`src/shared/cad_pkg.sv`:
```
// constants and state type for the combined activity decision block
package cad_pkg;

  // ----------------------------------------------------------------
  // register map (byte addresses)
  // ----------------------------------------------------------------
  localparam logic [7:0] CAD_OFS_CTRL = 8'h00;
  localparam logic [7:0] CAD_OFS_THR_LT = 8'h04;
  localparam logic [7:0] CAD_OFS_THR_LF = 8'h08;
  localparam logic [7:0] CAD_OFS_STATUS = 8'h0c;
  localparam logic [7:0] CAD_OFS_FEATURE = 8'h10;

  // ----------------------------------------------------------------
  // field layout and encodings
  // ----------------------------------------------------------------
  localparam int CAD_CTRL_RATE_LSB = 0;
  localparam logic [1:0] CAD_RATE_OTHER = 2'h0;
  localparam logic [1:0] CAD_RATE_16K = 2'h1;
  localparam logic [1:0] CAD_RATE_32K = 2'h2;
  localparam int CAD_ST_MERGED = 0;
  localparam int CAD_ST_SILENCE = 1;
  localparam int CAD_ST_FORCED_LSB = 8;
  localparam int CAD_ST_UPD_LSB = 16;

  // ----------------------------------------------------------------
  // reset values
  // ----------------------------------------------------------------
  localparam logic [1:0] CAD_RST_RATE = CAD_RATE_16K;
  localparam logic [15:0] CAD_RST_THR_LT = 16'h0800;
  localparam logic [15:0] CAD_RST_THR_LF = 16'h0800;

  // ----------------------------------------------------------------
  // decision thresholds, unsigned q8.8; continuity limits in frames
  // ----------------------------------------------------------------
  localparam logic [15:0] CAD_T_FSNR = 16'h0033;      // 0.2
  localparam logic [15:0] CAD_T_LF_KEEP = 16'h0a80;   // 10.5
  localparam logic [15:0] CAD_T_LF_OTHER = 16'h0c80;  // 12.5
  localparam logic [15:0] CAD_T_FLUX_HI = 16'h0233;   // 2.2
  localparam logic [15:0] CAD_T_FLUX_HI_O = 16'h0200; // 2.0
  localparam logic [15:0] CAD_T_FLUX_LO = 16'h0180;   // 1.5
  localparam logic [15:0] CAD_CONT_HI = 16'h0028;     // 40 frames
  localparam logic [15:0] CAD_CONT_HI_O = 16'h001e;   // 30 frames

  // ----------------------------------------------------------------
  // counters
  // ----------------------------------------------------------------
  localparam logic [9:0] CAD_UPD_MAX = 10'h3e8;       // 1000
  localparam logic [9:0] CAD_UPD_EARLY = 10'h00c;     // 12
  localparam logic [7:0] CAD_FORCED_MIN = 8'h14;      // 20
  localparam logic [15:0] CAD_CONT_MAX = 16'hffff;

  typedef struct packed {
    logic [1:0] rate;
    logic [15:0] thr_lt;
    logic [15:0] thr_lf;
    logic pready;
    logic pslverr;
    logic [31:0] prdata;
    logic merged;
    logic merged_valid;
    logic silence;
    logic first;
    logic [15:0] cont_cnt;
    logic [9:0] upd_cnt;
    logic [7:0] forced;
    logic [15:0] prev_energy;
    logic prev_bgupd;
    logic prev_tonal;
    logic [15:0] bg_m1;
    logic [15:0] bg_m2;
    logic [15:0] flux;
  } cad_state_t;

  localparam cad_state_t CAD_RST_STATE = '{
    rate: CAD_RST_RATE,
    thr_lt: CAD_RST_THR_LT,
    thr_lf: CAD_RST_THR_LF,
    pready: 1'b0,
    pslverr: 1'b0,
    prdata: 32'h0000_0000,
    merged: 1'b0,
    merged_valid: 1'b0,
    silence: 1'b0,
    first: 1'b1,
    cont_cnt: 16'h0000,
    upd_cnt: 10'h000,
    forced: 8'h00,
    prev_energy: 16'h0000,
    prev_bgupd: 1'b0,
    prev_tonal: 1'b0,
    bg_m1: 16'h0000,
    bg_m2: 16'h0000,
    flux: 16'h0000
  };

endpackage

```
`src/rtl/cad_decision.sv`:
```
// combined activity decision with apb register access
//
// How it works
// - noise is silence only above both thresholds
// - 16/32 kHz: start from secondary flag
// - silence, fsnr over 0.2, start zero: primary
// - silence and lf snr at least 10.5: keep start
// - strong flux, long activity or tonal: or flags
// - fallback: 32k silence primary else start; 16k primary
// - other rates: start secondary, branch on noise type
// - other silence: lf over 12.5, not tonal: primary
// - other non-silence: flux/activity/tonal or, else start
// - background update count saturates at 1000
// - early active frame loads forced count max(20,hang)
// - inactive with forced count: force active, decrement
// - previous background energy from history and flags
// - flux from previous background and current energy
// - continuous count zero first, follows previous flag
`timescale 1ns/1ps
`default_nettype none

module cad_decision (
  input wire logic pclk,
  input wire logic presetn,
  input wire logic [7:0] paddr,
  input wire logic psel,
  input wire logic penable,
  input wire logic pwrite,
  input wire logic [31:0] pwdata,
  output logic [31:0] prdata,
  output logic pready,
  output logic pslverr,
  input wire logic frame_strobe,
  input wire logic primary_activity_flag,
  input wire logic secondary_activity_flag,
  input wire logic [15:0] original_longterm_snr,
  input wire logic [15:0] smoothed_longterm_freq_snr,
  input wire logic [15:0] freq_snr,
  input wire logic [15:0] frame_energy,
  input wire logic tonality_flag,
  input wire logic bg_update_flag,
  input wire logic [7:0] hangover_count,
  output logic merged_activity_flag,
  output logic merged_valid,
  output logic noise_is_silence
);

  cad_pkg::cad_state_t st_r;
  cad_pkg::cad_state_t st_nxt;

  // ----------------------------------------------------------------
  // next state
  // ----------------------------------------------------------------
  always_comb begin
    logic [17:0] bg_sum;
    logic [15:0] bg_prev;
    logic [15:0] cont;
    logic [9:0] upd;
    logic [7:0] fc;
    logic sil;
    logic init;
    logic m;
    logic or_hi;
    logic or_other;
    logic band_16_32;
    logic hit;
    logic [31:0] rd;
    bg_sum = 18'h00000;
    bg_prev = 16'h0000;
    cont = 16'h0000;
    upd = 10'h000;
    fc = 8'h00;
    sil = 1'b0;
    init = 1'b0;
    m = 1'b0;
    or_hi = 1'b0;
    or_other = 1'b0;
    band_16_32 = 1'b0;
    hit = 1'b0;
    rd = 32'h0000_0000;
    st_nxt = st_r;
    st_nxt.merged_valid = 1'b0;

    // --------------------------------------------------------------
    // apb slave: answer one cycle into the access phase
    // --------------------------------------------------------------
    if (psel && penable && st_r.pready) begin
      st_nxt.pready = 1'b0;
      st_nxt.pslverr = 1'b0;
      if (pwrite) begin
        if (paddr == cad_pkg::CAD_OFS_CTRL) begin
          st_nxt.rate = pwdata[cad_pkg::CAD_CTRL_RATE_LSB +: 2];
        end else if (paddr == cad_pkg::CAD_OFS_THR_LT) begin
          st_nxt.thr_lt = pwdata[15:0];
        end else if (paddr == cad_pkg::CAD_OFS_THR_LF) begin
          st_nxt.thr_lf = pwdata[15:0];
        end
      end
    end else if (psel && penable) begin
      hit = 1'b1;
      if (paddr == cad_pkg::CAD_OFS_CTRL) begin
        rd[cad_pkg::CAD_CTRL_RATE_LSB +: 2] = st_r.rate;
      end else if (paddr == cad_pkg::CAD_OFS_THR_LT) begin
        rd[15:0] = st_r.thr_lt;
      end else if (paddr == cad_pkg::CAD_OFS_THR_LF) begin
        rd[15:0] = st_r.thr_lf;
      end else if (paddr == cad_pkg::CAD_OFS_STATUS && !pwrite) begin
        rd[cad_pkg::CAD_ST_MERGED] = st_r.merged;
        rd[cad_pkg::CAD_ST_SILENCE] = st_r.silence;
        rd[cad_pkg::CAD_ST_FORCED_LSB +: 8] = st_r.forced;
        rd[cad_pkg::CAD_ST_UPD_LSB +: 10] = st_r.upd_cnt;
      end else if (paddr == cad_pkg::CAD_OFS_FEATURE && !pwrite) begin
        rd[15:0] = st_r.flux;
        rd[31:16] = st_r.cont_cnt;
      end else begin
        // unmapped or write to a read-only word: error, no effect
        hit = 1'b0;
      end
      st_nxt.pready = 1'b1;
      st_nxt.pslverr = !hit;
      st_nxt.prdata = pwrite ? 32'h0000_0000 : rd;
    end else begin
      st_nxt.pready = 1'b0;
      st_nxt.pslverr = 1'b0;
    end

    // --------------------------------------------------------------
    // per-frame decision
    // --------------------------------------------------------------
    if (frame_strobe) begin
      // previous frame's background energy; a tonal or non-update frame holds the old level
      if (st_r.prev_bgupd && !st_r.prev_tonal) begin
        bg_sum = {1'b0, st_r.prev_energy, 1'b0} + {2'b00, st_r.bg_m1} + {2'b00, st_r.bg_m2};
        bg_prev = bg_sum[17:2];
      end else begin
        bg_prev = st_r.bg_m1;
      end
      // flux saturates at zero when energy sits below the background
      if (frame_energy > bg_prev) begin
        st_nxt.flux = frame_energy - bg_prev;
      end else begin
        st_nxt.flux = 16'h0000;
      end
      st_nxt.bg_m2 = st_r.bg_m1;
      st_nxt.bg_m1 = bg_prev;
      st_nxt.prev_energy = frame_energy;
      st_nxt.prev_bgupd = bg_update_flag;
      st_nxt.prev_tonal = tonality_flag;

      if (st_r.first) begin
        cont = 16'h0000;
      end else if (st_r.merged) begin
        cont = (st_r.cont_cnt == cad_pkg::CAD_CONT_MAX) ? st_r.cont_cnt : st_r.cont_cnt + 16'h0001;
      end else begin
        cont = 16'h0000;
      end

      sil = (original_longterm_snr > st_r.thr_lt) && (smoothed_longterm_freq_snr > st_r.thr_lf);

      or_hi = (st_nxt.flux > cad_pkg::CAD_T_FLUX_HI) ||
              ((st_nxt.flux > cad_pkg::CAD_T_FLUX_LO) && (cont > cad_pkg::CAD_CONT_HI)) ||
              tonality_flag;
      or_other = (st_nxt.flux > cad_pkg::CAD_T_FLUX_HI_O) ||
                 ((st_nxt.flux > cad_pkg::CAD_T_FLUX_LO) && (cont > cad_pkg::CAD_CONT_HI_O)) ||
                 tonality_flag;
      band_16_32 = (st_r.rate == cad_pkg::CAD_RATE_16K) || (st_r.rate == cad_pkg::CAD_RATE_32K);
      init = secondary_activity_flag;

      if (band_16_32) begin
        if (sil && (freq_snr > cad_pkg::CAD_T_FSNR) && !init) begin
          m = primary_activity_flag;
        end else if (sil && (smoothed_longterm_freq_snr >= cad_pkg::CAD_T_LF_KEEP)) begin
          m = init;
        end else if (or_hi) begin
          m = primary_activity_flag | secondary_activity_flag;
        end else if (st_r.rate == cad_pkg::CAD_RATE_32K) begin
          m = sil ? primary_activity_flag : init;
        end else begin
          m = primary_activity_flag;
        end
      end else if (sil) begin
        if ((smoothed_longterm_freq_snr > cad_pkg::CAD_T_LF_OTHER) && !tonality_flag) begin
          m = primary_activity_flag;
        end else begin
          m = init;
        end
      end else begin
        m = or_other ? (primary_activity_flag | secondary_activity_flag) : init;
      end

      upd = st_r.upd_cnt;
      if (bg_update_flag && (st_r.upd_cnt < cad_pkg::CAD_UPD_MAX)) begin
        upd = st_r.upd_cnt + 10'h001;
      end

      fc = st_r.forced;
      if (secondary_activity_flag && (upd < cad_pkg::CAD_UPD_EARLY)) begin
        fc = (hangover_count > cad_pkg::CAD_FORCED_MIN) ? hangover_count : cad_pkg::CAD_FORCED_MIN;
      end
      // forcing covers the start-up period before the noise estimate settles
      if (!m && (fc != 8'h00)) begin
        m = 1'b1;
        fc = fc - 8'h01;
      end

      st_nxt.silence = sil;
      st_nxt.cont_cnt = cont;
      st_nxt.upd_cnt = upd;
      st_nxt.forced = fc;
      st_nxt.merged = m;
      st_nxt.merged_valid = 1'b1;
      st_nxt.first = 1'b0;
    end
  end

  // ----------------------------------------------------------------
  // state register
  // ----------------------------------------------------------------
  always_ff @(posedge pclk or negedge presetn) begin
    if (!presetn) begin
      st_r <= cad_pkg::CAD_RST_STATE;
    end else begin
      st_r <= st_nxt;
    end
  end

  assign prdata = st_r.prdata;
  assign pready = st_r.pready;
  assign pslverr = st_r.pslverr;
  assign merged_activity_flag = st_r.merged;
  assign merged_valid = st_r.merged_valid;
  assign noise_is_silence = st_r.silence;

endmodule // cad_decision

`default_nettype wire

```
`config.mk`:
```
export PLATFORM = sky130hd
export DESIGN_NAME = cad_decision
export DESIGN_NICKNAME = d
export VERILOG_FILES = /design/src/shared/cad_pkg.sv /design/src/rtl/cad_decision.sv
export SDC_FILE = /design/constraint.sdc
export NUM_CORES = 1
export LEC_CHECK = 0
export ABC_AREA = 1
export BUFFER_PORTS_ARGS = -buffer_cell sky130_fd_sc_hd__clkbuf_2
export CAP_MARGIN = 40
export CELL_PAD_IN_SITES_DETAIL_PLACEMENT = 0
export CELL_PAD_IN_SITES_GLOBAL_PLACEMENT = 1
export CORE_ASPECT_RATIO = 1.5
export CORE_MARGIN = 4
export CORE_UTILIZATION = 39
export CTS_CLUSTER_SIZE = 14
export DETAILED_ROUTE_END_ITERATION = 8
export GPL_TIMING_DRIVEN = 1
export PLACE_DENSITY_LB_ADDON = 0.15
export SYNTH_ARGS = -nofsm -noshare
export SYNTH_HDL_FRONTEND = slang
export SYNTH_SLANG_ARGS = --single-unit
```
`constraint.sdc`:
```
create_clock -name pclk -period 5.3 [get_ports pclk]
set_input_delay 0 -clock pclk [delete_from_list [all_inputs] [get_ports pclk]]
set_output_delay 0 -clock pclk [all_outputs]
set_load 0.005 [all_outputs]
```
# Word-level counts from Yosys, hierarchy flattened
# Index checks and enable logic that the tools add are counted.
# word_totals
ff_bits	172
word_cells	129
output_inout_bits	37
input_bits	122
# classes
bitwise	4
eq_ne	7
addsub	6
n_lt_le_gt_ge	14
reduce_logical	32
muxes	47
# ops
operator	count
two-way mux 16 bit	12
two-way mux 103 bit	1
two-way mux 32 bit	2
greater-than comparator 16 bit	3
greater-than comparator 16 x 10 -> 1 bit (second input constant)	2
greater-than comparator 16 x 6 -> 1 bit (second input constant)	2
two-way mux 8 bit	4
two-way mux 30 bit	1
two-way mux 10 bit	2
adder 17 x 16 -> 18 bit	1
adder 18 x 16 -> 18 bit	1
two-way mux 1 bit	18
two-way mux 18 bit	1
adder 16 x 1 -> 16 bit (second input constant)	1
== test 16 bit (second input constant)	1
== test 8 x 4 -> 1 bit (second input constant)	2
greater-or-equal comparator 16 x 12 -> 1 bit (second input constant)	1
greater-than comparator 16 x 12 -> 1 bit (second input constant)	1
greater-than comparator 16 x 5 -> 1 bit (second input constant)	1
greater-than comparator 16 x 9 -> 1 bit (second input constant)	1
subtractor 16 bit	1
logical AND 1 bit	15
two-way mux 6 bit	2
adder 10 x 1 -> 10 bit (second input constant)	1
19 further kinds	33

# Longest topological paths before layout
# logic_depth
word_depth	20
mapped_depth	40
mapped_depth_nobuf	40

# Worst setup path after synthesis
# OpenSTA, ideal clock, no wires.
# synth_path
path_kind	reg-to-reg
startpoint	register st_r[17] (netlist bit)
endpoint	register st_r[72] (netlist bit)
setup_time_ps	66
path_stages_with_launch	41
period_less_slack_ps	5329
slack_ps	-29
required_time_ps	5234
arrival_ps	5264
n_path_buf	0
cell_sequence	dfrtp_1 fa_1 nand3_1 fa_1 o21ai_0 nand2_1 nand2_1 a21oi_1 nor2_1 o21ai_0 nand2_1 a21oi_1 o21bai_1 nand2_1 a21oi_1 or2_2 a31oi_1 or2_2 [5 not listed] nor2_1 nor2_1 nand3_4 nand2_4 nor2_1 nor2_1 nand2_1 nor2_2 nand2_1 nand2_1 nand3_1 nand2_1 nand2_2 nand2_4 nand3_4 nand2_1 nand3_1 nand2_1
# synth_between
elab_chain_cells	18
elab_cells_between_ends	26
classes_between	2 x add/sub; 4 x order compare; 12 x mux; 8 x reduce/logical
# synth_lines
item	line_no	rtl
from (decl)	cad_decision.sv:48	cad_pkg::cad_state_t st_r;
from (signal assigned)	cad_decision.sv:221	st_r <= cad_pkg::CAD_RST_STATE;
from (signal assigned)	cad_decision.sv:223	st_r <= st_nxt;
adder 18 x 16 -> 18 bit *	cad_decision.sv:133	bg_sum = {1'b0, st_r.prev_energy, 1'b0} + {2'b00, st_r.bg_m1} + {2'b00, st_r.bg_m2};
two-way mux 16 bit *	cad_decision.sv:132	if (st_r.prev_bgupd && !st_r.prev_tonal) begin
two-way mux 16 bit *	cad_decision.sv:130	if (frame_strobe) begin
subtractor 16 bit or greater-than comparator 16 bit (tied branches)	cad_decision.sv:140, cad_decision.sv:139	
two-way mux 16 bit *	cad_decision.sv:139	if (frame_energy > bg_prev) begin
two-way mux 16 bit *	cad_decision.sv:130	
greater-than comparator 16 x 9 -> 1 bit	cad_decision.sv:161, cad_decision.sv:164	
logical AND 1 bit	cad_decision.sv:161	((st_nxt.flux > cad_pkg::CAD_T_FLUX_LO) && (cont > cad_pkg::CAD_CONT_HI)) ||
[2 not listed]	n/a	
two-way mux 1 bit	cad_decision.sv:174	end else if (or_hi) begin
two-way mux 1 bit	cad_decision.sv:172	end else if (sil && (smoothed_longterm_freq_snr >= cad_pkg::CAD_T_LF_KEEP)) begin
two-way mux 1 bit	cad_decision.sv:170	if (sil && (freq_snr > cad_pkg::CAD_T_FSNR) && !init) begin
two-way mux 1 bit *	cad_decision.sv:169	if (band_16_32) begin
two-way mux 1 bit *	cad_decision.sv:130	
logical NOT 1 bit *	cad_decision.sv:201	if (!m && (fc != 8'h00)) begin
logical AND 1 bit *	cad_decision.sv:201	
two-way mux 8 bit *	cad_decision.sv:201	
# Every way passes the cells marked *; elsewhere a longest branch is shown, timed or not. The select of a mux whose other input is x is not followed.
# A chain may end at the register's enable or synchronous reset.

# Worst setup path in the final report
# layout_path
startpoint	register st_r[51] (netlist bit)
endpoint	register st_r[66] (netlist bit)
# layout_between
elab_chain_cells	19
elab_cells_between_ends	27
classes_between	3 x add/sub; 4 x order compare; 12 x mux; 8 x reduce/logical
# layout_lines
item	line_no
adder 17 x 16 -> 18 bit *	cad_decision.sv:133
adder 18 x 16 -> 18 bit *	cad_decision.sv:133
two-way mux 16 bit *	cad_decision.sv:132
two-way mux 16 bit *	cad_decision.sv:130
subtractor 16 bit or greater-than comparator 16 bit (tied branches)	cad_decision.sv:140, cad_decision.sv:139
two-way mux 16 bit *	cad_decision.sv:139
two-way mux 16 bit *	cad_decision.sv:130
greater-than comparator 16 x 9 -> 1 bit	cad_decision.sv:161, cad_decision.sv:164
[3 not listed]	n/a
two-way mux 1 bit	cad_decision.sv:174
two-way mux 1 bit	cad_decision.sv:172
two-way mux 1 bit	cad_decision.sv:170
two-way mux 1 bit *	cad_decision.sv:169
two-way mux 1 bit *	cad_decision.sv:130
logical NOT 1 bit *	cad_decision.sv:201
logical AND 1 bit *	cad_decision.sv:201
two-way mux 8 bit *	cad_decision.sv:201
# Marked as above.

==> flow_summary.toml <==
[drt]
drt-pass1-iter-count = 5
wl_per_cell_um = 15.4
drtIter0Drc = 409
drtAntennaViolNets = 0
drc_errors = 0
dr_total_vias = 10700
vias_per_cell = 4.94
wl_met2_um = 17700
highest_layer = "met4"
dr_wl_met3_um = 1130
wl_um = 33500
drt-met1-wl_um = 13600

[sta]
fin_tns_setup_ns = -2.43
clock_skew_ns = 0.0104
layout_worst_path_cycle_share_pct = 106
tightest_slew_ns = 0.839
final_hold_viol_count = 0
report.final.slew_viol_count = 0
max_freq_ghz = 0.178
slew_headroom_pct = 44.0
post-route-min-period_ns = 5.61
setup_viol = 9
rsz0062_at_grt = "yes"
fin_ws_ns = -0.306

[grt]
track_usage_pct = 21.0
grt_overflow = 0
grt_pass1_wl_um = 55100
grt_max_degree = 79
antenna_found_initial = 0
grt_pass1_vias = 11000

[placement]
dpl_cell_area_um2 = 13000
gp_congestion = 0.834
dpl.cell_count = 2075
port_buffers = 140
hpwl_um = 26200

[critical_path]
crit_type = "flop to flop"
endpoint_kind = "flop"
crit_path_start_kind = "flop"
critPathMostFrequentCell = "nand2_1"
cpPeakStageDelay_ns = 0.56
slowest_stage = "fa_1"
cp.required_ns = 5.69
path_max_fanout = 8
cp.arrival_ns = 6.00

[clock_tree]
clk_latency_ns = 0.45
cts_buffers = 17
cts_tree = "yes"
cts.sinks = 172
root_buffer = "clkbuf_16"
htreeDepth = 4
cts_buffer_depth = 2
clk_pin_slew_worst_paths_ns = 0.07

[yosys]
synth-seq-area-share_pct = 36.9
ys_ff_latch = 172
synth_area_leaders = "dfrtp_1, nand2_1, o21ai_0"
synth-edff-count = 0
yosys.area.top_type = "dfrtp_1"
yosysUniqueCellTypes = 57
synth_fp_nets = 1759
syn_inst = 1554
synth_top_cell_area_share_pct = 36.0
synth_warnings = 0
synth_area_um2 = 11700
synth.most_common_cell = "nand2_1"
synth_top_cells_by_count = "nand2_1, inv_1, o21ai_0, dfrtp_1, nor2_1"
syn_area_per_cell_um2 = 7.52
ys.flop_type = "dfrtp_1"
synthArstFlopShare_pct = 100

[power_and_ir_drop]
internal_power_w = 0.00391
swShare_pct = 43.8
combinationalPowerShare_pct = 56.8
clkPwrFrac_pct = 17.8
max-vdd-ir-drop_mv = 0.309
p_leak_nw = 7.01
power_density_nw_per_um2 = 487
pwr-share-seq_pct = 25.4
p_sw_w = 0.00304

[finish]
regArea_um2 = 4310
final_nets = 1965
drive_gt1_share_pct = 18.7
insertedDiodeCount = 0
multi_input_area_um2 = 6380
final_area_um2 = 14300
instances_no_fill = 2168
fillCellCount = 3032
area_growth_pct = 22.1

[floorplan]
die-area_um2 = 32900
core_um2 = 29500
num_rows = 77
die_h_um = 220
start_util_pct = 39.6
io_pins = 159
die_w_um = 149

[flow_run]
drv_cap = 0

[min_path]
hold_class = "input port to async pin"

[outcome]
violations = "setup timing"
status = "finished with violations"
routing by layer:
metal	up-vias	track usage, %
met1	4976	24.3
met3	47	2.82
met4	0	7.88
met2	188	39.1
li1	5492	-
met5	-	0
worst max-delay path, delay by kind of cell (launching register included):
family                   cells  cell delay [ns]
AND/OR/NAND/NOR             20             2.07
adder cells (fa/ha/maj)      3             1.27
flip-flops                   1             0.41
AO/OA/AOI/OAI               10             1.16
buffers and inverters        5             0.63
through the flow:
stage                     worst slack [ns]  utilization, %  power (W)  hold WS [ns]
final                               -0.306            48.4    0.00695        0.0217
after global routing                -0.731            48.4    0.00763        0.0595
after CTS                           -0.389            48.0    0.00692        0.0135
after detailed placement            -0.642            44.0    0.00535       -0.0562
after global placement              -0.564            43.8    0.00533       -0.0581
after floorplan                     0.0402               -    0.00415        -0.296
cell usage in the layout, fill, tap and decap left out, drive strengths merged, types with 3 or more instances in the layout:
master       netlist  routed
or4                3       3
o22ai              6       6
fa                17      17
xor2              24      24
nand2            420     422
o211ai            10      10
nand4             31      31
clkbuf            37     156
nor2              96      96
dlygate4sd3        0      39
a21oi             53      53
buf               37      81
nand3             88      88
dfstp              4       4
ha                66      66
or3                3       3
or2                3       3
o31ai             12      12
clkinv             2       6
o21ai            195     195
nor4               8       8
nor3              18      18
nand3b             5       5
inv              202     211
dfrtp            168     168
o21bai             3       3
a221oi             8       8
xnor2             10      10
a31oi              4       4
sequential cells by signal (all words and copies together) (netlist names), named ones only:
signal / count
pready: 1
noise_is_silence: 1
st_r: 134
prdata: 32
merged_valid: 1
pslverr: 1
merged_activity_flag: 1
area by class of cell:
type                       count  share of cell area, %
clock inverter                15                   1.05
multi-input combinational   1106                   44.7
inverter                     204                   5.39
clock buffer                  17                   2.98
sequential                   172                   30.2
tap                          395                   3.46
timing repair buffer         259                   12.1
power groups by stage:
stage	clock [W]	sequential (W)	combinational, W
2_1_floorplan	0	0.00174	0.00241
3_3_place_gp	0	0.00178	0.00355
3_5_place_dp	0	0.00179	0.00356
4_1_cts	0.00128	0.00177	0.00388
5_1_grt	0.00133	0.00180	0.00450
6_report	0.00124	0.00177	0.00395
path summary, 6_finish.rpt:
| path | from | endpoint | slack (ns) | cells after the start |
|---|---|---|---|---|
| min in group pclk | psel | st_r[170] | 0.04 | 5 |
| setup reg to reg | st_r[51] | st_r[66] | -0.31 | 38 |
| hold reg to reg | st_r[100] | st_r[100] | 0.44 | 2 |
| setup / recovery | st_r[51] | st_r[66] | -0.31 | 38 |
| hold / removal | presetn | merged_valid | 0.02 | 2 |
| max in group asynchronous | presetn | st_r[100] | 4.11 | 4 |
cells by family after synthesis:
kind of cell    after synthesis  synth area share [%]
simple gates                679                  25.8
mux                           4                 0.364
buf+inv                     278                  10.0
xor+xnor                     34                  2.55
flops                       172                  36.9
compound gates              304                  14.5
fa+ha+maj                    83                  9.98
repair_timing:
item / 4_1_cts / 5_1_grt
gates cloned: 2 / 0
setup endpoints to repair: 9 / 14
setup buffers: 15 / 5
hold endpoints to repair: 102 / 0
hold buffers: 39 / 0
pin swaps: 23 / 21
gates resized for setup: 22 / 14
(Power assumes the default switching activity.)
